`src/hdl/shcf_defs.svh`:
```
/*
 * Register offsets, reset values, codes and constants of the framer.
 * Assumes inclusion by bare name; holds definitions only.
 */
`ifndef SHCF_DEFS_SVH
`define SHCF_DEFS_SVH

// Register offsets on the plain port
`define SHCF_COMMAND_REGISTER 3'h0
`define SHCF_CTRL_REG 3'h1
`define SHCF_DATA_REG 3'h2
`define SHCF_STATUS_REG 3'h3
`define SHCF_SYNC_REG 3'h4
`define SHCF_MISC_CONTROL_REGISTER 3'h5

// Reset values
`define SHCF_CTRL_RST 16'h0000
`define SHCF_SYNC_RST 16'h007E
`define SHCF_MISC_RST 16'h1000

// Command register fields and codes
`define SHCF_CMD_CRC_HI 7
`define SHCF_CMD_CRC_LO 6
`define SHCF_CMD_OP_HI 5
`define SHCF_CMD_OP_LO 3
`define SHCF_CRC_TX_RST 2'h1
`define SHCF_CRC_MSG_RST 2'h2
`define SHCF_CRC_RX_RST 2'h3
`define SHCF_OP_ABORT 3'h1
`define SHCF_OP_HUNT 3'h3
`define SHCF_OP_ERR_RST 3'h6

// Misc control fields
`define SHCF_MISC_PLL_SEL 0
`define SHCF_MISC_SEARCH 1
`define SHCF_MISC_DIV_HI 15
`define SHCF_MISC_DIV_LO 8

// Line constants
`define SHCF_FLAG 8'h7E
`define SHCF_ONES 8'hFF
`define SHCF_CRC_INIT 16'hFFFF
`define SHCF_CRC_POLY 16'h8408
`define SHCF_CRC_GOOD 16'hF0B8
`define SHCF_FIFO_DEPTH 2'h3

`endif

```
`src/hdl/shcf_pkg.sv`:
```
/*
 * Types shared by the framer.
 * Assumes shcf_defs.svh supplies the numeric constants.
 */
package shcf_pkg;

	typedef enum logic [1:0] {SHCF_SDLC, SHCF_MONO, SHCF_BISYNC, SHCF_MODE_RSV} shcf_mode_t;
	typedef enum logic [1:0] {SHCF_RXI_OFF, SHCF_RXI_FIRST, SHCF_RXI_ALL, SHCF_RXI_SPEC} shcf_rxi_t;
	typedef enum {SHCF_TK_ABORT, SHCF_TK_SYNC, SHCF_TK_DATA, SHCF_TK_CRC, SHCF_TK_CLOSE,
		SHCF_TK_IDLE} shcf_tkind_t;

	typedef struct packed {
		logic tx_ie;
		logic eom_ie;
		logic ext_ie;
		shcf_rxi_t rx_int;
		logic sync_inh;
		logic idle_ones;
		logic abort_ur;
		logic parity;
		logic auto_en;
		logic [1:0] sync_len;
		shcf_mode_t mode;
		logic rx_en;
		logic tx_en;
	} shcf_ctrl_t;

	typedef struct packed {
		logic eof;
		logic crc_err;
		logic par_err;
		logic [7:0] data;
	} shcf_rxent_t;

endpackage : shcf_pkg

```
`src/hdl/shcf_framer.sv`:
```
/*
 * One synchronous framer channel: SDLC and character sync modes, transmit
 * and receive framing, CRC, abort, receive FIFO with lock, DMA requests.
 * Assumes a single 250 MHz clock; line clocks, data and CTS arrive
 * asynchronously and are sampled through two flops.
 */
// What this block does
// - Auto enable: CTS high halts transmit immediately
// - Special condition locks FIFO in two modes
// - Special event after that character read, or at its push in all-character mode
// - Last CRC char: two CRC1 bits, six CRC2
// - Underrun sends CRC, abort, or flags in SDLC and syncs in character modes
// - CRC or abort load sets message latch
// - Buffer empty after CRC only at the closing flag, or closing sync in character modes
// - New data beats next idle flag
// - Request toggles at flag load, else follows
// - Receive samples on rising pin clock edges or on the phase lock count
// - Phase lock: first transition in search mode, early transitions hold the count
// - Flags stripped, address is first character
// - Parity bit follows data bits
// - No transparency handling, CRC skips parity bits
// - Abort sends eight ones after the current character
// - Seven ones: abort once, then hunt
// - Sync characters sent at exact length
// - Leading syncs and flags stripped silently
// - Bisync sends syncs before first byte
`timescale 1ns/100ps

`include "shcf_defs.svh"

module shcf_framer (
	input wire logic I_CLK,
	input wire logic I_RST,
	input wire logic [2:0] I_ADDR,
	input wire logic [15:0] I_WDATA,
	input wire logic I_WR,
	input wire logic I_RD,
	output logic [15:0] O_RDATA,
	input wire logic I_RECEIVE_CLOCK_PIN,
	input wire logic I_RXD,
	input wire logic I_TXC,
	input wire logic I_CTS_N,
	output logic O_TXD,
	output logic O_WREQ,
	output logic O_RX_DMA_REQ,
	output logic O_TX_EVT,
	output logic O_EXT_EVT,
	output logic O_RX_EVT,
	output logic O_SPEC_EVT
);

	function automatic logic [15:0] crc_bit(input logic [15:0] c, input logic b);
		crc_bit = (c[0] ^ b) ? ((c >> 1) ^ `SHCF_CRC_POLY) : (c >> 1);
	endfunction : crc_bit

	function automatic logic [15:0] crc_byte(input logic [15:0] c, input logic [7:0] d);
		logic [15:0] r;
		r = c;
		for (int i = 0; i < 8; i++)
			r = crc_bit(r, d[i]);
		crc_byte = r;
	endfunction : crc_byte

	function automatic logic [4:0] sync_bits(input logic [1:0] s);
		unique case (s)
			2'h0: sync_bits = 5'h08;
			2'h1: sync_bits = 5'h06;
			2'h2: sync_bits = 5'h0C;
			2'h3: sync_bits = 5'h10;
		endcase
	endfunction : sync_bits

	////////////////////////////////////////////////////////////////////////
	// Registers and bus

	shcf_pkg::shcf_ctrl_t ctrl_q;
	logic [15:0] sync_q;
	logic [15:0] misc_q;
	logic [15:0] rdata_q;
	logic wr_cmd;
	logic rd_data;
	logic eom_rst;
	logic err_rst;
	logic [15:0] status;
	logic [3:0] s1_q;
	logic [3:0] s2_q;
	logic [3:0] s3_q;
	logic rclk_s;
	logic rxd_s;
	logic txc_s;
	logic cts_s;
	logic tx_run;
	logic tx_edge;
	logic [4:0] slen;
	logic [15:0] smask;

	assign wr_cmd = I_WR && I_ADDR == `SHCF_COMMAND_REGISTER;
	assign rd_data = I_RD && I_ADDR == `SHCF_DATA_REG;
	assign eom_rst = wr_cmd
		&& I_WDATA[`SHCF_CMD_CRC_HI:`SHCF_CMD_CRC_LO] == `SHCF_CRC_MSG_RST;
	assign err_rst = wr_cmd && I_WDATA[`SHCF_CMD_OP_HI:`SHCF_CMD_OP_LO] == `SHCF_OP_ERR_RST;
	assign slen = sync_bits(ctrl_q.sync_len);
	assign smask = 16'hFFFF >> (5'h10 - slen);

	always_ff @(posedge I_CLK)
		if (I_RST)
		begin
			ctrl_q <= `SHCF_CTRL_RST;
			sync_q <= `SHCF_SYNC_RST;
			misc_q <= `SHCF_MISC_RST;
		end
		else if (I_WR)
		begin
			if (I_ADDR == `SHCF_CTRL_REG)
				ctrl_q <= I_WDATA;
			if (I_ADDR == `SHCF_SYNC_REG)
				sync_q <= I_WDATA;
			if (I_ADDR == `SHCF_MISC_CONTROL_REGISTER)
				misc_q <= I_WDATA;
		end

	// Line inputs pass two flops, third flop for edges
	always_ff @(posedge I_CLK)
		if (I_RST)
		begin
			s1_q <= 4'hF;
			s2_q <= 4'hF;
			s3_q <= 4'hF;
		end
		else
		begin
			s1_q <= {I_CTS_N, I_TXC, I_RXD, I_RECEIVE_CLOCK_PIN};
			s2_q <= s1_q;
			s3_q <= s2_q;
		end

	assign rclk_s = s2_q[0];
	assign rxd_s = s2_q[1];
	assign txc_s = s2_q[2];
	assign cts_s = s2_q[3];
	assign tx_run = ctrl_q.tx_en && !(ctrl_q.auto_en && cts_s);
	assign tx_edge = tx_run && s3_q[2] && !txc_s;

	////////////////////////////////////////////////////////////////////////
	// Transmitter

	logic [31:0] tsh_q;
	logic [5:0] tcnt_q;
	logic tstf_q;
	logic tcrcon_q;
	logic [2:0] tones_q;
	logic [15:0] tcrc_q;
	logic txd_q;
	logic [7:0] tbuf_q;
	logic tbuf_full_q;
	logic in_frame_q;
	logic eom_q;
	logic crc_pend_q;
	logic abort_req_q;
	logic [1:0] sync_left_q;
	logic wreq_q;
	logic tx_empty_q;
	shcf_pkg::shcf_tkind_t ld_kind;
	logic [31:0] ld_val;
	logic [5:0] ld_len;
	logic ld_stf;
	logic sdlc;
	logic [31:0] cur_sh;
	logic [5:0] cur_cnt;
	logic cur_stf;
	logic cur_crc;
	logic load_now;
	logic flag_load;
	logic [15:0] sync_char;

	assign sdlc = ctrl_q.mode == shcf_pkg::SHCF_SDLC;
	assign sync_char = sync_q & smask;

	always_comb
	begin
		ld_kind = shcf_pkg::SHCF_TK_IDLE;
		ld_val = {16'h0000, sync_char};
		ld_len = {1'b0, slen};
		ld_stf = 1'b0;
		if (abort_req_q)
		begin
			ld_kind = shcf_pkg::SHCF_TK_ABORT;
			ld_val = {24'h000000, `SHCF_ONES};
			ld_len = 6'h08;
		end
		else if (sync_left_q != 2'h0)
			ld_kind = shcf_pkg::SHCF_TK_SYNC;
		else if (tbuf_full_q)
		begin
			ld_kind = shcf_pkg::SHCF_TK_DATA;
			ld_val = {23'h000000, ^tbuf_q, tbuf_q};
			ld_len = ctrl_q.parity ? 6'h09 : 6'h08;
			ld_stf = sdlc;
		end
		else if (in_frame_q && !eom_q)
		begin
			ld_stf = sdlc;
			if (ctrl_q.abort_ur && sdlc)
			begin
				ld_kind = shcf_pkg::SHCF_TK_ABORT;
				ld_val = {24'h000000, `SHCF_ONES};
				ld_len = 6'h08;
				ld_stf = 1'b0;
			end
			else
			begin
				ld_kind = shcf_pkg::SHCF_TK_CRC;
				ld_val = {16'h0000, ~tcrc_q};
				ld_len = 6'h10;
			end
		end
		else
		begin
			if (in_frame_q)
				ld_kind = shcf_pkg::SHCF_TK_CLOSE;
			if (sdlc)
			begin
				ld_val = {24'h000000, (ctrl_q.idle_ones && !in_frame_q) ? `SHCF_ONES : `SHCF_FLAG};
				ld_len = 6'h08;
			end
		end
	end

	assign load_now = tx_edge && tcnt_q == 6'h00;
	assign flag_load = load_now && sdlc && ld_val[7:0] == `SHCF_FLAG
		&& (ld_kind == shcf_pkg::SHCF_TK_CLOSE || ld_kind == shcf_pkg::SHCF_TK_IDLE);
	assign cur_sh = load_now ? ld_val : tsh_q;
	assign cur_cnt = load_now ? ld_len : tcnt_q;
	assign cur_stf = load_now ? ld_stf : tstf_q;
	assign cur_crc = load_now ? ld_kind == shcf_pkg::SHCF_TK_DATA : tcrcon_q;

	// Shifter with zero insertion after five ones
	always_ff @(posedge I_CLK)
		if (I_RST)
		begin
			tsh_q <= 32'h00000000;
			tcnt_q <= 6'h00;
			tstf_q <= 1'b0;
			tcrcon_q <= 1'b0;
			tones_q <= 3'h0;
			txd_q <= 1'b1;
		end
		else if (!tx_run)
			txd_q <= 1'b1;
		else if (tx_edge)
		begin
			tstf_q <= cur_stf;
			tcrcon_q <= cur_crc;
			if (tones_q == 3'h5)
			begin
				txd_q <= 1'b0;
				tones_q <= 3'h0;
				tsh_q <= cur_sh;
				tcnt_q <= cur_cnt;
			end
			else
			begin
				txd_q <= cur_sh[0];
				tsh_q <= cur_sh >> 1;
				tcnt_q <= cur_cnt - 6'h01;
				tones_q <= (cur_stf && cur_sh[0]) ? tones_q + 3'h1 : 3'h0;
			end
		end

	// CRC covers every data bit; parity bits and inserted zeros excluded
	always_ff @(posedge I_CLK)
		if (I_RST)
			tcrc_q <= `SHCF_CRC_INIT;
		else if (wr_cmd && I_WDATA[`SHCF_CMD_CRC_HI:`SHCF_CMD_CRC_LO] == `SHCF_CRC_TX_RST)
			tcrc_q <= `SHCF_CRC_INIT;
		else if (load_now && ld_kind == shcf_pkg::SHCF_TK_CRC)
			tcrc_q <= `SHCF_CRC_INIT;
		else if (tx_edge && cur_crc && tones_q != 3'h5
			&& !(ctrl_q.parity && cur_cnt == 6'h01))
			tcrc_q <= crc_bit(tcrc_q, cur_sh[0]);

	// Frame state; a set beats a same-cycle clear
	always_ff @(posedge I_CLK)
		if (I_RST)
		begin
			tbuf_q <= 8'h00;
			tbuf_full_q <= 1'b0;
			in_frame_q <= 1'b0;
			eom_q <= 1'b1;
			crc_pend_q <= 1'b0;
			abort_req_q <= 1'b0;
			sync_left_q <= 2'h0;
		end
		else
		begin
			if (load_now && ld_kind == shcf_pkg::SHCF_TK_DATA)
				tbuf_full_q <= 1'b0;
			if (I_WR && I_ADDR == `SHCF_DATA_REG)
			begin
				tbuf_q <= I_WDATA[7:0];
				tbuf_full_q <= 1'b1;
				if (!sdlc && !in_frame_q && sync_left_q == 2'h0)
					sync_left_q <= (ctrl_q.mode == shcf_pkg::SHCF_BISYNC) ? 2'h2 : 2'h1;
			end
			else if (load_now && ld_kind == shcf_pkg::SHCF_TK_SYNC)
				sync_left_q <= sync_left_q - 2'h1;
			if (load_now && ld_kind == shcf_pkg::SHCF_TK_DATA)
				in_frame_q <= 1'b1;
			else if (load_now && ld_kind == shcf_pkg::SHCF_TK_CLOSE)
				in_frame_q <= 1'b0;
			if (load_now && (ld_kind == shcf_pkg::SHCF_TK_CRC || ld_kind == shcf_pkg::SHCF_TK_ABORT))
				eom_q <= 1'b1;
			else if (eom_rst)
				eom_q <= 1'b0;
			if (load_now && ld_kind == shcf_pkg::SHCF_TK_CRC)
				crc_pend_q <= 1'b1;
			else if (load_now && ld_kind == shcf_pkg::SHCF_TK_CLOSE)
				crc_pend_q <= 1'b0;
			if (wr_cmd && I_WDATA[`SHCF_CMD_OP_HI:`SHCF_CMD_OP_LO] == `SHCF_OP_ABORT)
				abort_req_q <= 1'b1;
			else if (load_now && ld_kind == shcf_pkg::SHCF_TK_ABORT)
				abort_req_q <= 1'b0;
		end

	// Empty status, request line and transmit events
	always_ff @(posedge I_CLK)
		if (I_RST)
		begin
			tx_empty_q <= 1'b1;
			wreq_q <= 1'b0;
			O_TX_EVT <= 1'b0;
		end
		else
		begin
			tx_empty_q <= !tbuf_full_q && !crc_pend_q;
			wreq_q <= ctrl_q.tx_en && ((!tbuf_full_q && !crc_pend_q) ^ flag_load);
			O_TX_EVT <= ctrl_q.tx_ie && !tx_empty_q && !tbuf_full_q && !crc_pend_q;
		end

	assign O_TXD = txd_q;
	assign O_WREQ = wreq_q;

	////////////////////////////////////////////////////////////////////////
	// Receive bit clock: pin edges or phase lock loop

	logic [7:0] dcnt_q;
	logic search_q;
	logic rx_stb;
	logic [7:0] half;

	assign half = {1'b0, misc_q[`SHCF_MISC_DIV_HI:`SHCF_MISC_DIV_LO+1]};

	always_ff @(posedge I_CLK)
		if (I_RST)
		begin
			dcnt_q <= 8'h00;
			search_q <= 1'b0;
		end
		else if (I_WR && I_ADDR == `SHCF_MISC_CONTROL_REGISTER && I_WDATA[`SHCF_MISC_SEARCH])
			search_q <= 1'b1;
		else if (rxd_s != s3_q[1] && search_q)
		begin
			dcnt_q <= 8'h00;
			search_q <= 1'b0;
		end
		else if (rxd_s != s3_q[1] && dcnt_q != 8'h00 && dcnt_q < half)
			dcnt_q <= dcnt_q;
		else if (dcnt_q >= misc_q[`SHCF_MISC_DIV_HI:`SHCF_MISC_DIV_LO] - 8'h01)
			dcnt_q <= 8'h00;
		else
			dcnt_q <= dcnt_q + 8'h01;

	assign rx_stb = ctrl_q.rx_en && (misc_q[`SHCF_MISC_PLL_SEL] ? (dcnt_q == half && !search_q)
		: (rclk_s && !s3_q[0]));

	////////////////////////////////////////////////////////////////////////
	// Receiver framing

	logic [15:0] rhist_q;
	logic [15:0] hist_n;
	logic [2:0] rones_q;
	logic [3:0] rcnt_q;
	logic [8:0] rchr_q;
	logic [8:0] full;
	logic [7:0] rbyte;
	logic rperr;
	logic hunt_q;
	logic lead_q;
	logic [1:0] nchar_q;
	logic pend_v_q;
	shcf_pkg::shcf_rxent_t pend_q;
	logic [7:0] last_q;
	logic [15:0] rcrc_q;
	logic push_q;
	shcf_pkg::shcf_rxent_t push_e_q;
	logic abort_evt_q;
	logic hunt_evt_q;

	assign hist_n = {rxd_s, rhist_q[15:1]};
	assign full = {rxd_s, rchr_q[8:1]};
	assign rbyte = ctrl_q.parity ? full[7:0] : full[8:1];
	assign rperr = ctrl_q.parity && (^full[7:0] != full[8]);

	always_ff @(posedge I_CLK)
		if (I_RST || (wr_cmd && I_WDATA[`SHCF_CMD_OP_HI:`SHCF_CMD_OP_LO] == `SHCF_OP_HUNT))
		begin
			rhist_q <= 16'h0000;
			rones_q <= 3'h0;
			rcnt_q <= 4'h0;
			rchr_q <= 9'h000;
			hunt_q <= 1'b1;
			lead_q <= 1'b1;
			nchar_q <= 2'h0;
			pend_v_q <= 1'b0;
			pend_q <= '0;
			last_q <= 8'h00;
			rcrc_q <= `SHCF_CRC_INIT;
			push_q <= 1'b0;
			push_e_q <= '0;
			abort_evt_q <= 1'b0;
			hunt_evt_q <= 1'b0;
		end
		else
		begin
			push_q <= 1'b0;
			abort_evt_q <= 1'b0;
			hunt_evt_q <= 1'b0;
			if (rx_stb)
			begin
				rhist_q <= hist_n;
				rones_q <= (rxd_s && rones_q != 3'h7) ? rones_q + 3'h1 : (rxd_s ? rones_q : 3'h0);
				if (sdlc && rxd_s && rones_q == 3'h6)
				begin
					abort_evt_q <= !hunt_q;
					hunt_q <= 1'b1;
					nchar_q <= 2'h0;
					pend_v_q <= 1'b0;
				end
				else if (sdlc && hist_n[15:8] == `SHCF_FLAG)
				begin
					if (!hunt_q && nchar_q == 2'h2 && pend_v_q)
					begin
						push_q <= 1'b1;
						push_e_q <= '{eof: 1'b1, crc_err: rcrc_q != `SHCF_CRC_GOOD,
							par_err: pend_q.par_err, data: {pend_q.data[5:0], last_q[7:6]}};
					end
					hunt_q <= 1'b0;
					rcnt_q <= 4'h0;
					nchar_q <= 2'h0;
					pend_v_q <= 1'b0;
					rcrc_q <= `SHCF_CRC_INIT;
				end
				else if (!sdlc && hunt_q)
				begin
					if ((hist_n >> (5'h10 - slen)) == sync_char)
					begin
						hunt_q <= 1'b0;
						hunt_evt_q <= 1'b1;
						rcnt_q <= 4'h0;
						lead_q <= 1'b1;
					end
				end
				else if (hunt_q || (sdlc && !rxd_s && rones_q == 3'h5))
					rcnt_q <= rcnt_q;
				else if (rcnt_q == (ctrl_q.parity ? 4'h8 : 4'h7))
				begin
					rcnt_q <= 4'h0;
					if (sdlc)
					begin
						push_q <= pend_v_q;
						push_e_q <= pend_q;
						pend_q <= '{eof: 1'b0, crc_err: 1'b0, par_err: rperr, data: rbyte};
						pend_v_q <= 1'b1;
						last_q <= pend_q.data;
						nchar_q <= (nchar_q == 2'h2) ? 2'h2 : nchar_q + 2'h1;
						rcrc_q <= crc_byte(rcrc_q, rbyte);
					end
					else if (!(ctrl_q.sync_inh && lead_q && rbyte == sync_char[7:0]))
					begin
						push_q <= 1'b1;
						push_e_q <= '{eof: 1'b0, crc_err: 1'b0, par_err: rperr, data: rbyte};
						lead_q <= 1'b0;
					end
				end
				else
				begin
					rchr_q <= full;
					rcnt_q <= rcnt_q + 4'h1;
				end
			end
		end

	////////////////////////////////////////////////////////////////////////
	// Receive FIFO, lock and status

	shcf_pkg::shcf_rxent_t fifo_q [3];
	logic [1:0] wp_q;
	logic [1:0] rp_q;
	logic [1:0] fcnt_q;
	logic lock_q;
	logic ovr_q;
	logic first_q;
	shcf_pkg::shcf_rxent_t rstat_q;
	logic pop;
	logic push_ok;
	logic head_spec;
	logic lock_mode;

	assign pop = rd_data && fcnt_q != 2'h0 && !lock_q;
	assign push_ok = push_q && (fcnt_q != `SHCF_FIFO_DEPTH || pop);
	assign head_spec = fifo_q[rp_q].eof || fifo_q[rp_q].crc_err || fifo_q[rp_q].par_err;
	assign lock_mode = ctrl_q.rx_int == shcf_pkg::SHCF_RXI_FIRST
		|| ctrl_q.rx_int == shcf_pkg::SHCF_RXI_SPEC;

	always_ff @(posedge I_CLK)
		if (I_RST)
		begin
			for (int i = 0; i < 3; i++)
				fifo_q[i] <= '0;
			wp_q <= 2'h0;
			rp_q <= 2'h0;
			fcnt_q <= 2'h0;
		end
		else
		begin
			if (push_ok)
			begin
				fifo_q[wp_q] <= push_e_q;
				wp_q <= (wp_q == 2'h2) ? 2'h0 : wp_q + 2'h1;
			end
			if (pop)
				rp_q <= (rp_q == 2'h2) ? 2'h0 : rp_q + 2'h1;
			fcnt_q <= fcnt_q + {1'b0, push_ok} - {1'b0, pop};
		end

	always_ff @(posedge I_CLK)
		if (I_RST)
		begin
			lock_q <= 1'b0;
			ovr_q <= 1'b0;
			rstat_q <= '0;
		end
		else
		begin
			if (pop)
				rstat_q <= fifo_q[rp_q];
			if (pop && head_spec && lock_mode)
				lock_q <= 1'b1;
			else if (err_rst)
				lock_q <= 1'b0;
			if (push_q && !push_ok)
				ovr_q <= 1'b1;
			else if (err_rst)
				ovr_q <= 1'b0;
		end

	// Event pulses
	always_ff @(posedge I_CLK)
		if (I_RST)
		begin
			first_q <= 1'b1;
			O_RX_EVT <= 1'b0;
			O_SPEC_EVT <= 1'b0;
			O_EXT_EVT <= 1'b0;
		end
		else
		begin
			if (push_ok)
				first_q <= 1'b0;
			else if (err_rst)
				first_q <= 1'b1;
			O_RX_EVT <= push_ok && (ctrl_q.rx_int == shcf_pkg::SHCF_RXI_ALL
				|| (ctrl_q.rx_int == shcf_pkg::SHCF_RXI_FIRST && first_q));
			O_SPEC_EVT <= (pop && head_spec && lock_mode)
				|| (push_ok && ctrl_q.rx_int == shcf_pkg::SHCF_RXI_ALL
				&& (push_e_q.eof || push_e_q.crc_err || push_e_q.par_err));
			O_EXT_EVT <= (ctrl_q.ext_ie && (abort_evt_q || hunt_evt_q))
				|| (ctrl_q.eom_ie && load_now
				&& (ld_kind == shcf_pkg::SHCF_TK_CRC || ld_kind == shcf_pkg::SHCF_TK_ABORT));
		end

	assign O_RX_DMA_REQ = fcnt_q != 2'h0 && !lock_q;

	////////////////////////////////////////////////////////////////////////
	// Read port

	assign status = {4'h0, cts_s, search_q, ovr_q, rstat_q.par_err, rstat_q.eof,
		rstat_q.crc_err, lock_q, rones_q == 3'h7, hunt_q, eom_q, fcnt_q != 2'h0, tx_empty_q};

	always_ff @(posedge I_CLK)
		if (I_RST)
			rdata_q <= 16'h0000;
		else if (I_RD)
			unique case (I_ADDR)
				`SHCF_CTRL_REG: rdata_q <= ctrl_q;
				`SHCF_DATA_REG: rdata_q <= {8'h00, fifo_q[rp_q].data};
				`SHCF_STATUS_REG: rdata_q <= status;
				`SHCF_SYNC_REG: rdata_q <= sync_q;
				`SHCF_MISC_CONTROL_REGISTER: rdata_q <= misc_q;
				default: rdata_q <= 16'h0000;
			endcase
		else
			rdata_q <= 16'h0000;

	assign O_RDATA = rdata_q;

endmodule : shcf_framer

```
`config.mk`:
```
export PLATFORM = sky130hd
export DESIGN_NAME = shcf_framer
export DESIGN_NICKNAME = d
export VERILOG_FILES = /design/src/hdl/shcf_pkg.sv /design/src/hdl/shcf_framer.sv
export VERILOG_INCLUDE_DIRS = /design/src /design/src/hdl
export SDC_FILE = /design/constraint.sdc
export NUM_CORES = 1
export LEC_CHECK = 0
export BUFFER_PORTS_ARGS = -buffer_cell sky130_fd_sc_hd__buf_2
export CAP_MARGIN = 20
export CORE_MARGIN = 10
export CORE_UTILIZATION = 30
export CTS_CLUSTER_DIAMETER = 120
export DETAILED_ROUTE_END_ITERATION = 8
export HOLD_SLACK_MARGIN = 0.02
export RECOVER_POWER = 100
export SYNTH_ARGS = -nofsm -noshare
export SYNTH_HDL_FRONTEND = slang
export SYNTH_SLANG_ARGS = --single-unit
```
`constraint.sdc`:
```
create_clock -name I_CLK -period 5.4 [get_ports I_CLK]
set_input_delay 0.54 -clock I_CLK [delete_from_list [all_inputs] [get_ports I_CLK]]
set_output_delay 0.54 -clock I_CLK [all_outputs]
set_load 0.1 [all_outputs]
```
==> results by group, run 1 <==
Outcome
  – Run status: finished, violations left
  – Violated checks: max-capacitance violations, max-slew violations

Cells and area
  – Area of the multi-input gates: roughly 8100 um^2
  – Total of fill cells in the finished design: 5112
  – Layout cell share with drive strength beyond 1: 8.77%
  – Area added between synthesis and finish: 11.7%
  – Final-stage net count: around 1800
  – Area taken by flip-flops and latches: roughly 6400 um^2

Die
  – Vertical die dimension: 245 um
  – Row count: roughly 80
  – Area enclosed by the die boundary: roughly 60000 um^2
  – Core region area: 50200 um^2
  – I/O Pins: 50
  – Starting density of the core: a little under a third
  – Die boundary width: roughly 250 um

Logic synthesis
  – Post-synth ARST share: 0%
  – Sequential-to-total area share from yosys stat: around 42%
  – Xor/xnor share of the synthesized area: under 10%
  – Synth area leader: sky130_fd_sc_hd__dfxtp_1
  – Most used flip-flop cell after synthesis: sky130_fd_sc_hd__dfxtp_1
  – Total number of yosys warnings: 0
  – Dominant cell by count in the synthesized netlist: sky130_fd_sc_hd__nand2_1
  – Yosys top cell area share: around 34%
  – Syn_area_per_cell: about 9 um^2
  – Synth Area in Simple Gates: between 20% and 30%
  – Synth Cell Area: around 15000 um^2
  – Leading cell types by total area after synthesis: sky130_fd_sc_hd__dfxtp_1 34%, sky130_fd_sc_hd__edfxtp_1 8.7%, sky130_fd_sc_hd__nand2_1 6.6%, sky130_fd_sc_hd__mux2i_1 5.9%, sky130_fd_sc_hd__a21oi_1 4.5%
  – Synthesized flop and latch total: 299
  – Number of distinct library cells after synthesis: between 80 and 90
  – Post-synth EDFFs: 44
  – Mux contribution to synthesized area: 9.49%
  – Synthesized-area fraction occupied by ao, oa, aoi and oai cells: 14.2%
  – Adder and majority cell fraction of the synthesized area: 3.21%
  – Number of nets in the synthesized netlist: 1800
  – Gate Count Post-Synth: approximately 1700
  – Largest family of logic cells by synthesized area: simple AND/OR/NAND/NOR gates
  – Most frequent cells after synthesis: 269 x sky130_fd_sc_hd__nand2_1, 255 x sky130_fd_sc_hd__dfxtp_1, 161 x sky130_fd_sc_hd__nor2_1

Clock tree
  – CTS Buf Count: 34
  – Post-CTS setup buffers: 0
  – Maximum count of clock buffers along a single path: 3
  – Number of buffers added to fix hold violations after cts: 0
  – CTS resizes: 0
  – Clock tree from TritonCTS: built
  – Clock Pin Slew Worst Setup and Hold Paths: about 0.060 ns
  – Clock Tree Root: sky130_fd_sc_hd__clkbuf_16
  – Clk Latency, worst-skew pair: 0.54 ns
  – Clk sink count: 299
  – H-tree levels: 2

Global routing
  – Via count of the first global-routing pass: about 12000
  – Pin count of the biggest net entering global routing: 67
  – Overall track demand over capacity in global routing: 14.4%
  – Total congestion overflow after global routing: 0
  – Global-route wire length before repair: between 60000 and 70000 um
  – Initial antenna violation count: 6

Flow run
  – Count of max-cap constraint violations: 2

STA
  – Actual transition at the worst max-transition pin: between 2 and 3 ns
  – RSZ-0062 raised after global routing: false
  – Number of pins with negative max-slew slack in the final report: 112
  – Hold slack: slightly below 0.2 ns
  – Period utilization: 81.4%
  – Slew HR: -99.2%
  – Peak clock frequency supported by timing: ~230 MHz
  – Final worst path period need: approximately 4.4 ns
  – Final hold violations: 0
  – Count of endpoints failing setup in the final report: 0
  – Total negative slack: 0 ns
  – Worst Clk Skew: approximately 0.032 ns

Route
  – Average detailed-routed wire length per instance: 18.5 um
  – First-pass detailed-route iteration total: 5
  – Total via count after detailed routing: 12700
  – Routed via count divided by cell count: approximately 5.2
  – Iter 0 DRT Violations: 1348
  – DRC errors left: 0
  – Post-Route WL: 44800 um
  – Remaining antenna violation count after routing: 0

Worst setup path
  – Req. time, crit path: just under 6 ns
  – Critical Path End Type: flip-flop
  – Worst reg2reg setup slack: approximately 1.1 ns
  – Data arrival time of the worst path: 4.82 ns
  – Crit path launch type: input pin
  – Worst Path Class, Setup: input pin to flip-flop
  – Crit path max fanout: 66

Power
  – Worst vdd ir: approximately 0.25 mV
  – Power per cell area: roughly 290 nW/um^2
  – Cell leakage power: roughly 6 nW

Place
  – Number of I/O port buffers: 49
  – Global placer's final weighted congestion: between 0.9 and 1
  – Dpl hpwl: 32400 um

Min path
  – Path category of the worst min-delay check: input pin to flip-flop
kinds of logic (layout without fill, tap and decap cells):
group / after synthesis / after routing
and+or+nand+nor: 691 / 691
AOI/OAI and AO/OA: 347 / 347
DFF: 299 / 299
buffers and inverters: 157 / 168
muxes: 121 / 121
xor gates and xnor gates: 80 / 80
adders and majority gates: 39 / 39
other: 0 / 1
final cells by class:
cell class | instances | area share, %
clock buffer | 48 | 5.73
clock inverter | 14 | 0.869
inverter | 35 | 0.773
multi-input combinational | 1278 | 47.7
tap | 672 | 4.95
sequential | 299 | 37.8
antenna | 1 | 0.0147
timing repair buffer | 71 | 2.15
through the flow:
step	cell area [um^2]	std cells	setup slack [ns]	total power (W)	utilization, %
finish	17000	2418	1.00	0.00490	33.9
floorplan	15200	1734	1.87	0.00254	-
global placement	15900	2351	1.47	0.00262	31.7
CTS	17100	2414	1.83	0.00495	34.0
detailed placement	15900	2352	1.27	0.00263	31.8
global route	17000	2417	0.703	0.00507	33.9
sequential cells by signal, summed over array words and instances (netlist names), 6 cells and up, named ones only:
name and count:
O_RDATA 16, ctrl_q 16, dcnt_q 8, fifo_q 44, misc_q 16, pend_q 9
push_e_q 11, rchr_q 8, rcrc_q 16, rhist_q 15, sync_q 16, tbuf_q 8
tcnt_q 6, tcrc_q 16, tsh_q 32
critical path, stage by stage:
cell and delay, ns:
sky130_fd_sc_hd__clkbuf_1 1.00, sky130_fd_sc_hd__clkbuf_1 2.17, sky130_fd_sc_hd__nor2_1 0.11, sky130_fd_sc_hd__clkbuf_1 0.56, sky130_fd_sc_hd__nand3_1 0.25, sky130_fd_sc_hd__mux2i_1 0.09
metal layers:
metal / wire (um) / vias up / track usage, %
met1: 20900 / 6103 / 19.8
li1: - / 6053 / -
met3: 2940 / 83 / 3.10
met2: 19700 / 421 / 21.9
met5: 49 / - / 0
met4: 1260 / 8 / 5.08
report_power, final:
group / switching, W / leakage [nW] / internal, W / total [W]
Combinational: 0.000174 / 3.12 / 0.0000879 / 0.000261
Sequential: 0.0000346 / 2.49 / 0.00229 / 0.00232
Clock: 0.000956 / 0.550 / 0.00136 / 0.00232
worst paths after layout:
check                                             start                     end  depth (start not counted)
worst max register to register  misc_q[14]$_SDFFE_PP0P_  rchr_q[7]$_SDFFE_PP0P_                         10
worst max-delay path                              I_RST  rcnt_q[1]$_SDFFE_PP0P_                          6
worst min-delay path                              I_RXD      s1_q[1]$_SDFF_PP1_                          2
worst min register to register       s1_q[0]$_SDFF_PP1_      s2_q[0]$_SDFF_PP1_                          1
cell usage in the layout (no fill, tap or decap), types with 11 or more instances in the layout:
cell type,Yosys,final
sky130_fd_sc_hd__nand3b_1,14,14
sky130_fd_sc_hd__inv_1,35,35
sky130_fd_sc_hd__nand4_1,13,13
sky130_fd_sc_hd__a21oi_1,138,138
sky130_fd_sc_hd__nand2_1,269,269
sky130_fd_sc_hd__clkbuf_1,82,41
sky130_fd_sc_hd__xor2_1,31,31
sky130_fd_sc_hd__nand3_1,39,39
sky130_fd_sc_hd__mux4_2,17,17
sky130_fd_sc_hd__nor4_1,13,13
sky130_fd_sc_hd__buf_4,1,11
sky130_fd_sc_hd__edfxtp_1,44,44
sky130_fd_sc_hd__or3_1,12,12
sky130_fd_sc_hd__clkbuf_16,0,34
sky130_fd_sc_hd__xnor2_1,49,49
sky130_fd_sc_hd__dfxtp_1,255,255
sky130_fd_sc_hd__a22oi_1,19,19
sky130_fd_sc_hd__nand2b_1,20,20
sky130_fd_sc_hd__or2_2,17,16
sky130_fd_sc_hd__nor2b_1,13,13
sky130_fd_sc_hd__ha_1,39,39
sky130_fd_sc_hd__and2_1,44,11
sky130_fd_sc_hd__o21ai_0,70,74
sky130_fd_sc_hd__mux2i_1,90,90
sky130_fd_sc_hd__a211oi_1,23,23
sky130_fd_sc_hd__nor3_1,18,19
sky130_fd_sc_hd__mux2_2,12,12
sky130_fd_sc_hd__buf_2,29,24
sky130_fd_sc_hd__and2_0,0,33
sky130_fd_sc_hd__nor2_1,161,162
(Power assumes the default switching activity.)
==> run 2, diff against run 1 <==
--- a/config.mk
+++ b/config.mk
@@ -6,6 +6,7 @@
 export SDC_FILE = /design/constraint.sdc
 export NUM_CORES = 1
 export LEC_CHECK = 0
+export ABC_AREA = 1
 export BUFFER_PORTS_ARGS = -buffer_cell sky130_fd_sc_hd__buf_2
 export CAP_MARGIN = 20
 export CORE_MARGIN = 10
==> constraint.sdc (replaced) <==
create_clock -name I_CLK -period 3.95 [get_ports I_CLK]
set_input_delay 0.395 -clock I_CLK [delete_from_list [all_inputs] [get_ports I_CLK]]
set_output_delay 0.395 -clock I_CLK [all_outputs]
set_load 0.1 [all_outputs]
==> run 2 against run 1 <==
Effect of this change:
- the flow still finishes with violations (max-capacitance violations, max-slew violations)
- worst setup slack lost 0.46 ns
- non-clock buffer count decreased by 2
- combinational power is 79% higher
- largest cell class unchanged
- utilization grew 0.28 points
- register-to-register slack got worse by 0.56 ns
- worst hold slack got worse by 0.11 ns
- via count up 7.8%
- clock skew decreased by 0.0088 ns
- critical path type is now flip-flop to flip-flop
- die area shrank 1.4%
==> results by group, run 2 <==
STA
  – RSZ-0062 raised after global routing: false (unchanged)
  – Final worst path period need: between 3 and 4 ns
  – Count of endpoints failing setup in the final report: 0 (unchanged)
  – Slew HR: -17.6% (was -99.2%)
  – Peak clock frequency supported by timing: slightly below 300 MHz
  – Number of pins with negative max-slew slack in the final report: 37 (was 112)
  – Worst Clk Skew: 0.0233 ns (was 0.0321 ns)
  – Actual transition at the worst max-transition pin: 1.76 ns (was 2.99 ns)
  – Final hold violations: 0 (unchanged)
  – Total negative slack: 0 ns (unchanged)
  – Period utilization: 86.4%
  – Final worst-path setup slack: 0.539 ns (was 1.00 ns)

Cells and area
  – Final antenna diode count: 0 (was 1)
  – Layout cell share with drive strength beyond 1: 7.05% (was 8.77%)
  – Flip-flop count of the largest register after layout: 44 (unchanged)
  – Final-stage net count: 2116 (was 1785)
  – Util after Layout: 34.1% (was 33.9%)
  – Most common library cell in the layout ignoring fill and taps: sky130_fd_sc_hd__nand2_1 (unchanged)
  – Area added between synthesis and finish: 12.0% (was 11.7%)
  – Reg with most FFs: fifo_q (unchanged)
  – Non-Filler Instances: 2735 (was 2418)
  – Most frequent cells in the layout: 404 x sky130_fd_sc_hd__nand2_1, 255 x sky130_fd_sc_hd__dfxtp_1, 217 x sky130_fd_sc_hd__inv_1, 213 x sky130_fd_sc_hd__nor2_1, 181 x sky130_fd_sc_hd__o21ai_0 (was 269 x sky130_fd_sc_hd__nand2_1, 255 x sky130_fd_sc_hd__dfxtp_1, 162 x sky130_fd_sc_hd__nor2_1, 138 x sky130_fd_sc_hd__a21oi_1, 90 x sky130_fd_sc_hd__mux2i_1)
  – Total of fill cells in the finished design: 5254 (was 5112)
  – Biggest registers after layout: fifo_q (44), tsh_q (32) (unchanged)

Place
  – Number of cells in the design after placement: 2677 (was 2352)
  – Global placer's final weighted congestion: 0.934 (was 0.937)
  – Dpl hpwl: 33200 um (was 32400 um)
  – Worst Setup Slack post-DPL: 0.730 ns (was 1.27 ns)
  – Number of I/O port buffers: 49 (unchanged)

Worst setup path
  – Count of cells along the worst register-to-register path: 11 (was 10)
  – Data arrival time of the worst path: 3.92 ns (was 4.82 ns)
  – Req. time, crit path: 4.46 ns (was 5.83 ns)
  – Crit path launch type: flip-flop (was input pin)
  – CP cell instances: inv_1 -> ha_1 -> nand4_1 -> or3_1 -> nand2_1 -> nand2_1 -> inv_2 -> nand2_1 -> a21oi_2 -> nand2_1 -> o21ai_0 (was clkbuf_1 -> clkbuf_1 -> nor2_1 -> clkbuf_1 -> nand3_1 -> mux2i_1)
  – Top delay family on crit path: simple AND/OR/NAND/NOR gates (was buffers and inverters)
  – Slowest library cell on the worst path: sky130_fd_sc_hd__inv_2 (was sky130_fd_sc_hd__clkbuf_1)
  – Slowest stage delay, CP: 0.54 ns (was 2.17 ns)
  – Worst Path Class, Setup: flip-flop to flip-flop (was input pin to flip-flop)
  – Critical register-to-register path endpoint: rcrc_q[15]$_SDFFE_PP1P_ (was rchr_q[7]$_SDFFE_PP0P_)
  – Crit path max fanout: 26 (was 66)
  – Worst path depth: 11 (was 6)
  – Critical path origin: misc_q[13]$_SDFFE_PP0P_ (was I_RST)
  – Number of buffer and inverter stages on the critical path: 2 (was 3)
  – Reg2Reg Launch Point: misc_q[13]$_SDFFE_PP0P_ (was misc_q[14]$_SDFFE_PP0P_)
  – Worst reg2reg setup slack: 0.54 ns (was 1.10 ns)
  – Cell repeated most along the worst path: sky130_fd_sc_hd__nand2_1 (was sky130_fd_sc_hd__clkbuf_1)
  – Critical Path End Type: flip-flop (unchanged)

Route
  – Post-Route WL: 45000 um (was 44800 um)
  – Average detailed-routed wire length per instance: 16.4 um (was 18.5 um)
  – Iter 0 DRT Violations: 1259 (was 1348)
  – First-pass detailed-route iteration total: 5 (unchanged)
  – DRC errors left: 0 (unchanged)
  – Total via count after detailed routing: 13700 (was 12700)
  – Routed via count divided by cell count: 4.99 (was 5.24)
  – Remaining antenna violation count after routing: 0 (unchanged)

Outcome
  – Run status: finished, violations left (unchanged)
  – Violated checks: max-capacitance violations, max-slew violations (unchanged)

Flow run
  – Count of max-cap constraint violations: 1 (was 2)

Logic synthesis
  – Post-synth ARST share: 0% (unchanged)
  – Leading cell types by total area after synthesis: sky130_fd_sc_hd__dfxtp_1 34%, sky130_fd_sc_hd__nand2_1 10%, sky130_fd_sc_hd__edfxtp_1 8.8%, sky130_fd_sc_hd__a21oi_1 6.0%, sky130_fd_sc_hd__o21ai_0 5.5% (was sky130_fd_sc_hd__dfxtp_1 34%, sky130_fd_sc_hd__edfxtp_1 8.7%, sky130_fd_sc_hd__nand2_1 6.6%, sky130_fd_sc_hd__mux2i_1 5.9%, sky130_fd_sc_hd__a21oi_1 4.5%)
  – Yosys top cell area share: 34.1% (was 33.6%)
  – Syn_area_per_cell: 7.38 um^2 (was 8.77 um^2)
  – Number of nets in the synthesized netlist: 2097 (was 1800)
  – Most used flip-flop cell after synthesis: sky130_fd_sc_hd__dfxtp_1 (unchanged)
  – Synth Cell Area: 15000 um^2 (was 15200 um^2)
  – Synthesized flop and latch total: 299 (unchanged)
  – Number of distinct library cells after synthesis: 54 (was 87)
  – Most frequent cells after synthesis: 399 x sky130_fd_sc_hd__nand2_1, 255 x sky130_fd_sc_hd__dfxtp_1, 211 x sky130_fd_sc_hd__nor2_1 (was 269 x sky130_fd_sc_hd__nand2_1, 255 x sky130_fd_sc_hd__dfxtp_1, 161 x sky130_fd_sc_hd__nor2_1)
  – Dominant cell by count in the synthesized netlist: sky130_fd_sc_hd__nand2_1 (unchanged)
  – Synth area leader: sky130_fd_sc_hd__dfxtp_1 (unchanged)
  – Total number of yosys warnings: 0 (unchanged)
  – Sequential-to-total area share from yosys stat: 42.9% (was 42.2%)
  – Gate Count Post-Synth: 2031 (was 1734)
  – Post-synth EDFFs: 44 (unchanged)

Global routing
  – Pin count of the biggest net entering global routing: 41 (was 67)
  – Initial antenna violation count: 2 (was 6)
  – Global-route wire length before repair: 71300 um (was 69600 um)
  – Via count of the first global-routing pass: 12900 (was 11800)
  – Overall track demand over capacity in global routing: 14.6% (was 14.4%)
  – Total congestion overflow after global routing: 0 (unchanged)

Power
  – Post-layout power: 0.00656 W (was 0.00490 W)
  – Proportion of power drawn by flip-flops and latches: 48.4% (was 47.3%)
  – Cell leakage power: 6.68 nW (was 6.16 nW)
  – Int Pwr: 0.00494 W (was 0.00374 W)
  – Power per cell area: 391 nW/um^2 (was 288 nW/um^2)
  – Clock Power Share: 44.4% (was 47.3%)
  – Worst vdd ir: 0.343 mV (was 0.253 mV)
  – Switching power: 0.00163 W (was 0.00116 W)
  – Comb power frac: 7.1% (was 5.3%)
  – Switching share of power: 24.8% (was 23.7%)

Die
  – Vertical die dimension: 244 um (was 245 um)
  – Core region area: 49200 um^2 (was 50200 um^2)
  – Starting density of the core: 30.5% (was 30.3%)
  – Die boundary width: 244 um (was 245 um)
  – Row count: 81 (was 82)
  – I/O Pins: 50 (unchanged)
  – Area enclosed by the die boundary: 59300 um^2 (was 60100 um^2)

Clock tree
  – Clk sink count: 299 (unchanged)
  – Number of buffers added to fix hold violations after cts: 4 (was 0)
  – Clock Tree Root: sky130_fd_sc_hd__clkbuf_16 (unchanged)
  – CTS Buf Count: 31 (was 34)
  – Post-CTS setup buffers: 0 (unchanged)
  – Clk Latency, worst-skew pair: 0.59 ns (was 0.54 ns)
  – Clock tree from TritonCTS: built (unchanged)
  – Clock Pin Slew Worst Setup and Hold Paths: 0.06 ns (about the same)
  – Maximum count of clock buffers along a single path: 3 (unchanged)
  – CTS resizes: 0 (unchanged)
  – H-tree levels: 1 (was 2)

Min path
  – Min-Delay Endpoint: misc_q[12]$_SDFFE_PP1P_ (was s1_q[1]$_SDFF_PP1_)
  – Min-Delay Path Depth: 3 (was 2)
  – Worst Min Path Start: I_WDATA[12] (was I_RXD)
  – Path category of the worst min-delay check: input pin to flip-flop (unchanged)
-- run 2: how the worst max path moves through the flow --
stage	to
global placement	fifo_q[2][2]$_SDFFCE_PN0P_
finish	rcrc_q[15]$_SDFFE_PP1P_
CTS	lead_q$_SDFFE_PP1P_
detailed placement	rcnt_q[3]$_SDFFE_PP0P_
global route	tcrc_q[11]$_SDFFE_PP1P_
floorplan	fifo_q[3][0]$_DFFE_PP_
-- run 2: worst register-to-register path: cells and delay by family, from the launching register on --
family,cells,cell delay [ns]
AND/OR/NAND/NOR,6,1.50
buffers and inverters,2,0.66
AO/OA/AOI/OAI,2,0.50
flip-flops,1,0.41
adder cells (fa/ha/maj),1,0.28
-- run 2: per-layer routing --
layer | wire length (um) | global-route usage (%) | up-vias
met1 | 21000 | 20.2 | 6378
met2 | 20100 | 23.1 | 412
met4 | 961 | 4.07 | 4
met5 | 22 | 0 | -
li1 | - | - | 6807
met3 | 2880 | 2.17 | 58
-- run 2: logic make-up (layout without fill, tap and decap cells) --
logic type | Yosys count | in the layout | share of synthesized area, %
AOI/OAI and AO/OA | 497 | 497 | 18.7
xor gates and xnor gates | 48 | 48 | 2.96
buffers and inverters | 319 | 359 | 8.43
adders and majority gates | 39 | 39 | 3.26
DFF | 299 | 299 | 42.9
and+or+nand+nor | 829 | 829 | 23.7
-- run 2: cell type report --
type	count	area, um^2	share of cell area (%)
Multi-Input combinational cell	1413	7290	43.4
Sequential cell	299	6430	38.3
Inverter	236	888	5.29
Clock buffer	40	865	5.15
Tap cell	664	831	4.95
Timing Repair Buffer	69	350	2.09
Clock inverter	14	136	0.813
-- run 2: power groups by stage --
| stage | sequential [W] | clock [W] | combinational [W] |
|---|---|---|---|
| 6_report | 0.00318 | 0.00292 | 0.000467 |
| 5_1_grt | 0.00318 | 0.00309 | 0.000521 |
| 4_1_cts | 0.00318 | 0.00297 | 0.000468 |
| 3_5_place_dp | 0.00325 | 0 | 0.000463 |
| 3_3_place_gp | 0.00324 | 0 | 0.000457 |
| 2_1_floorplan | 0.00325 | 0 | 0.000307 |
-- run 2: metrics by stage --
stage | hold slack, ns | cell area [um^2]
6_report | 0.0908 | 16800
5_1_grt | 0.0849 | 16800
4_1_cts | 0.0672 | 16900
3_5_place_dp | 0.394 | 15800
3_3_place_gp | 0.397 | 15800
2_1_floorplan | 0.389 | 15000
==> run 3, diff against run 2 <==
==> constraint.sdc (replaced) <==
create_clock -name I_CLK -period 4.2 [get_ports I_CLK]
set_input_delay 0.42 -clock I_CLK [delete_from_list [all_inputs] [get_ports I_CLK]]
set_output_delay 0.42 -clock I_CLK [all_outputs]
set_load 0.1 [all_outputs]
==> run 3 against run 2 <==
Effect of this change:
- the run still ends with max-capacitance violations, max-slew violations left
- sequential power is 6% lower
- sequential cell count stayed put
- worst setup slack better by 0.14 ns
- clock skew is 0.0046 ns higher
- combinational power is 7.9% lower
- utilization hardly changed
- register-to-register slack better by 0.14 ns
- final area is 0.11% higher
==> results by group, run 3 (synthesis gave the netlist of run 2 again) <==
Route
  – Average detailed-routed wire length per instance: 16.2 um (was 16.4 um)
  – Remaining antenna violation count after routing: 0 (unchanged)
  – Iter 0 DRT Violations: 1363 (was 1259)
  – Total length of routed met3 wires: 2950 um (was 2880 um)
  – First-pass detailed-route iteration total: 6 (was 5)
  – Routed length on met1: 20300 um (was 21000 um)
  – Total via count after detailed routing: 13700 (about the same)
  – Routed via count divided by cell count: 5.02 (was 4.99)
  – Met2 Wirelength: 19800 um (was 20100 um)
  – DRC errors left: 0 (unchanged)
  – Post-Route WL: 44200 um (was 45000 um)
  – Uppermost metal layer occupied by signal nets: met5 (unchanged)

Cells and area
  – Non-Filler Instances: 2726 (was 2735)
  – Biggest registers after layout: fifo_q (44), tsh_q (32) (unchanged)
  – Reg with most FFs: fifo_q (unchanged)
  – Area added between synthesis and finish: 12.1% (was 12.0%)
  – Most frequent cells in the layout: 403 x sky130_fd_sc_hd__nand2_1, 255 x sky130_fd_sc_hd__dfxtp_1, 220 x sky130_fd_sc_hd__inv_1, 213 x sky130_fd_sc_hd__nor2_1, 181 x sky130_fd_sc_hd__a21oi_1 (was 404 x sky130_fd_sc_hd__nand2_1, 255 x sky130_fd_sc_hd__dfxtp_1, 217 x sky130_fd_sc_hd__inv_1, 213 x sky130_fd_sc_hd__nor2_1, 181 x sky130_fd_sc_hd__o21ai_0)
  – Most common library cell in the layout ignoring fill and taps: sky130_fd_sc_hd__nand2_1 (unchanged)
  – Final-stage net count: 2107 (was 2116)
  – Flip-flop count of the largest register after layout: 44 (unchanged)
  – Total of fill cells in the finished design: 5241 (was 5254)
  – Final antenna diode count: 0 (unchanged)
  – Layout cell share with drive strength beyond 1: 6.74% (was 7.05%)

Place
  – Global placer's final weighted congestion: 0.937 (was 0.934)
  – Dpl hpwl: 32600 um (was 33200 um)
  – Number of I/O port buffers: 49 (unchanged)
  – Number of cells in the design after placement: 2669 (was 2677)

Worst setup path
  – CP cell instances: inv_1 -> ha_1 -> nand4_1 -> or3_1 -> nand2_1 -> nand2_1 -> inv_2 -> nand2_1 -> a21oi_1 -> nand2_1 -> o21ai_0 (was inv_1 -> ha_1 -> nand4_1 -> or3_1 -> nand2_1 -> nand2_1 -> inv_2 -> nand2_1 -> a21oi_2 -> nand2_1 -> o21ai_0)
  – Slowest library cell on the worst path: sky130_fd_sc_hd__inv_2 (unchanged)
  – Number of buffer and inverter stages on the critical path: 2 (unchanged)
  – Critical Path End Type: flip-flop (unchanged)
  – Crit path max fanout: 26 (unchanged)
  – Crit path launch type: flip-flop (unchanged)
  – Slowest stage delay, CP: 0.53 ns (was 0.54 ns)
  – Cell repeated most along the worst path: sky130_fd_sc_hd__nand2_1 (unchanged)
  – Top delay family on crit path: simple AND/OR/NAND/NOR gates (unchanged)
  – Count of cells along the worst register-to-register path: 11 (unchanged)
  – Critical register-to-register path endpoint: rcrc_q[13]$_SDFFE_PP1P_ (was rcrc_q[15]$_SDFFE_PP1P_)
  – Data arrival time of the worst path: 3.96 ns (was 3.92 ns)
  – Reg2Reg Launch Point: misc_q[13]$_SDFFE_PP0P_ (unchanged)
  – Req. time, crit path: 4.64 ns (was 4.46 ns)
  – Worst Path Class, Setup: flip-flop to flip-flop (unchanged)
  – Worst reg2reg setup slack: 0.68 ns (was 0.54 ns)

STA
  – Worst Clk Skew: 0.0278 ns (was 0.0233 ns)
  – Total negative slack: 0 ns (unchanged)
  – Count of endpoints failing setup in the final report: 0 (unchanged)
  – Slew HR: -12.7% (was -17.6%)
  – Period utilization: 83.9% (was 86.4%)
  – Number of pins with negative max-slew slack in the final report: 37 (unchanged)
  – Final hold violations: 0 (unchanged)
  – RSZ-0062 raised after global routing: false (unchanged)
  – Actual transition at the worst max-transition pin: 1.69 ns (was 1.76 ns)
  – Peak clock frequency supported by timing: 284 MHz (was 293 MHz)
  – Final worst path period need: 3.52 ns (was 3.41 ns)

Die
  – Row count: 81 (unchanged)
  – Vertical die dimension: 244 um (unchanged)
  – Core region area: 49200 um^2 (unchanged)
  – Die boundary width: 244 um (unchanged)
  – Area enclosed by the die boundary: 59300 um^2 (unchanged)
  – I/O Pins: 50 (unchanged)
  – Starting density of the core: 30.5% (unchanged)

Min path
  – Min-Delay Endpoint: s1_q[1]$_SDFF_PP1_ (was misc_q[12]$_SDFFE_PP1P_)
  – Path category of the worst min-delay check: input pin to flip-flop (unchanged)
  – Worst Min Path Start: I_RXD (was I_WDATA[12])
  – Min-Delay Path Depth: 2 (was 3)

Clock tree
  – Clk sink count: 299 (unchanged)
  – Number of buffers added to fix hold violations after cts: 0 (was 4)
  – Clock Pin Slew Worst Setup and Hold Paths: 0.06 ns (about the same)
  – H-tree levels: 2 (was 1)
  – Clk Latency, worst-skew pair: 0.54 ns (was 0.59 ns)
  – CTS Buf Count: 34 (was 31)
  – Clock tree from TritonCTS: built (unchanged)
  – Clock Tree Root: sky130_fd_sc_hd__clkbuf_16 (unchanged)
  – Maximum count of clock buffers along a single path: 3 (unchanged)
  – CTS resizes: 0 (unchanged)
  – Post-CTS setup buffers: 0 (unchanged)

Global routing
  – Initial antenna violation count: 2 (unchanged)
  – Total congestion overflow after global routing: 0 (unchanged)
  – Via count of the first global-routing pass: 12600 (was 12900)
  – Overall track demand over capacity in global routing: 14.3% (was 14.6%)
  – Global-route wire length before repair: 69700 um (was 71300 um)
  – Pin count of the biggest net entering global routing: 74 (was 41)

Flow run
  – Count of max-cap constraint violations: 1 (unchanged)

Power
  – Cell leakage power: 6.69 nW (was 6.68 nW)
  – Power per cell area: 381 nW/um^2 (was 391 nW/um^2)
  – Worst vdd ir: 0.268 mV (was 0.343 mV)

Outcome
  – Run status: finished, violations left (unchanged)
  – Violated checks: max-capacitance violations, max-slew violations (unchanged)
[run 3: cell types whose count changed in the layout (fill, tap and decap cells not counted), sizes merged]
cell	change
dlygate4sd3	-4
buf	-4
inv	-2
clkbuf	+2
clkinv	-1
[run 3: power by group]
part,internal (W),switching [W],leakage [nW],total [W]
logic,0.000121,0.000309,3.65,0.000430
clock network,0.00175,0.00122,0.542,0.00297
registers,0.00295,0.0000426,2.50,0.00299
total,0.00483,0.00157,6.69,0.00639
[run 3: worst max-delay path by stage]
stage / from / to / depth (start not counted)
2_1_floorplan: fcnt_q[1]$_SDFF_PP0_ / fifo_q[3][0]$_DFFE_PP_ / 6
3_3_place_gp: ctrl_q[4]$_SDFFE_PP0P_ / lead_q$_SDFFE_PP1P_ / 16
3_5_place_dp: ctrl_q[4]$_SDFFE_PP0P_ / rcnt_q[2]$_SDFFE_PP0P_ / 16
4_1_cts: ctrl_q[4]$_SDFFE_PP0P_ / rcnt_q[2]$_SDFFE_PP0P_ / 16
5_1_grt: misc_q[13]$_SDFFE_PP0P_ / rcrc_q[0]$_SDFFE_PP1P_ / 11
6_report: misc_q[13]$_SDFFE_PP0P_ / rcrc_q[13]$_SDFFE_PP1P_ / 11
[run 3: layer usage]
layer / GRT usage (%) / up-vias
li1: - / 6790
met1: 19.3 / 6387
met2: 22.6 / 432
met3: 2.69 / 75
met4: 4.82 / 4
met5: 0 / -
[run 3: area by class of cell]
class | instances | area [um^2] | share of cell area [%]
sequential | 299 | 6430 | 38.2
multi-input combinational | 1413 | 7280 | 43.3
inverter | 236 | 888 | 5.29
timing repair buffer | 57 | 265 | 1.58
clock buffer | 46 | 971 | 5.78
clock inverter | 11 | 139 | 0.827
tap | 664 | 831 | 4.94
[run 3: worst reg2reg max path: cells and delay by family, from the launching register on]
family,cells,cell delay (ns)
fa+ha+maj,1,0.28
flops,1,0.44
buf+inv,2,0.64
simple gates,6,1.47
compound gates,2,0.59
[run 3: through the flow]
stage / utilization, % / hold WS, ns / power (W) / worst slack (ns) / cell area (um^2)
final: 34.2 / 0.0649 / 0.00639 / 0.678 / 16800
after global routing: 34.2 / 0.0582 / 0.00662 / 0.341 / 16800
after CTS: 34.3 / 0.0501 / 0.00646 / 0.955 / 16900
after detailed placement: 32.1 / 0.393 / 0.00349 / 0.992 / 15800
after global placement: 32.1 / 0.392 / 0.00348 / 1.03 / 15800
after floorplan: - / 0.389 / 0.00335 / 0.697 / 15000
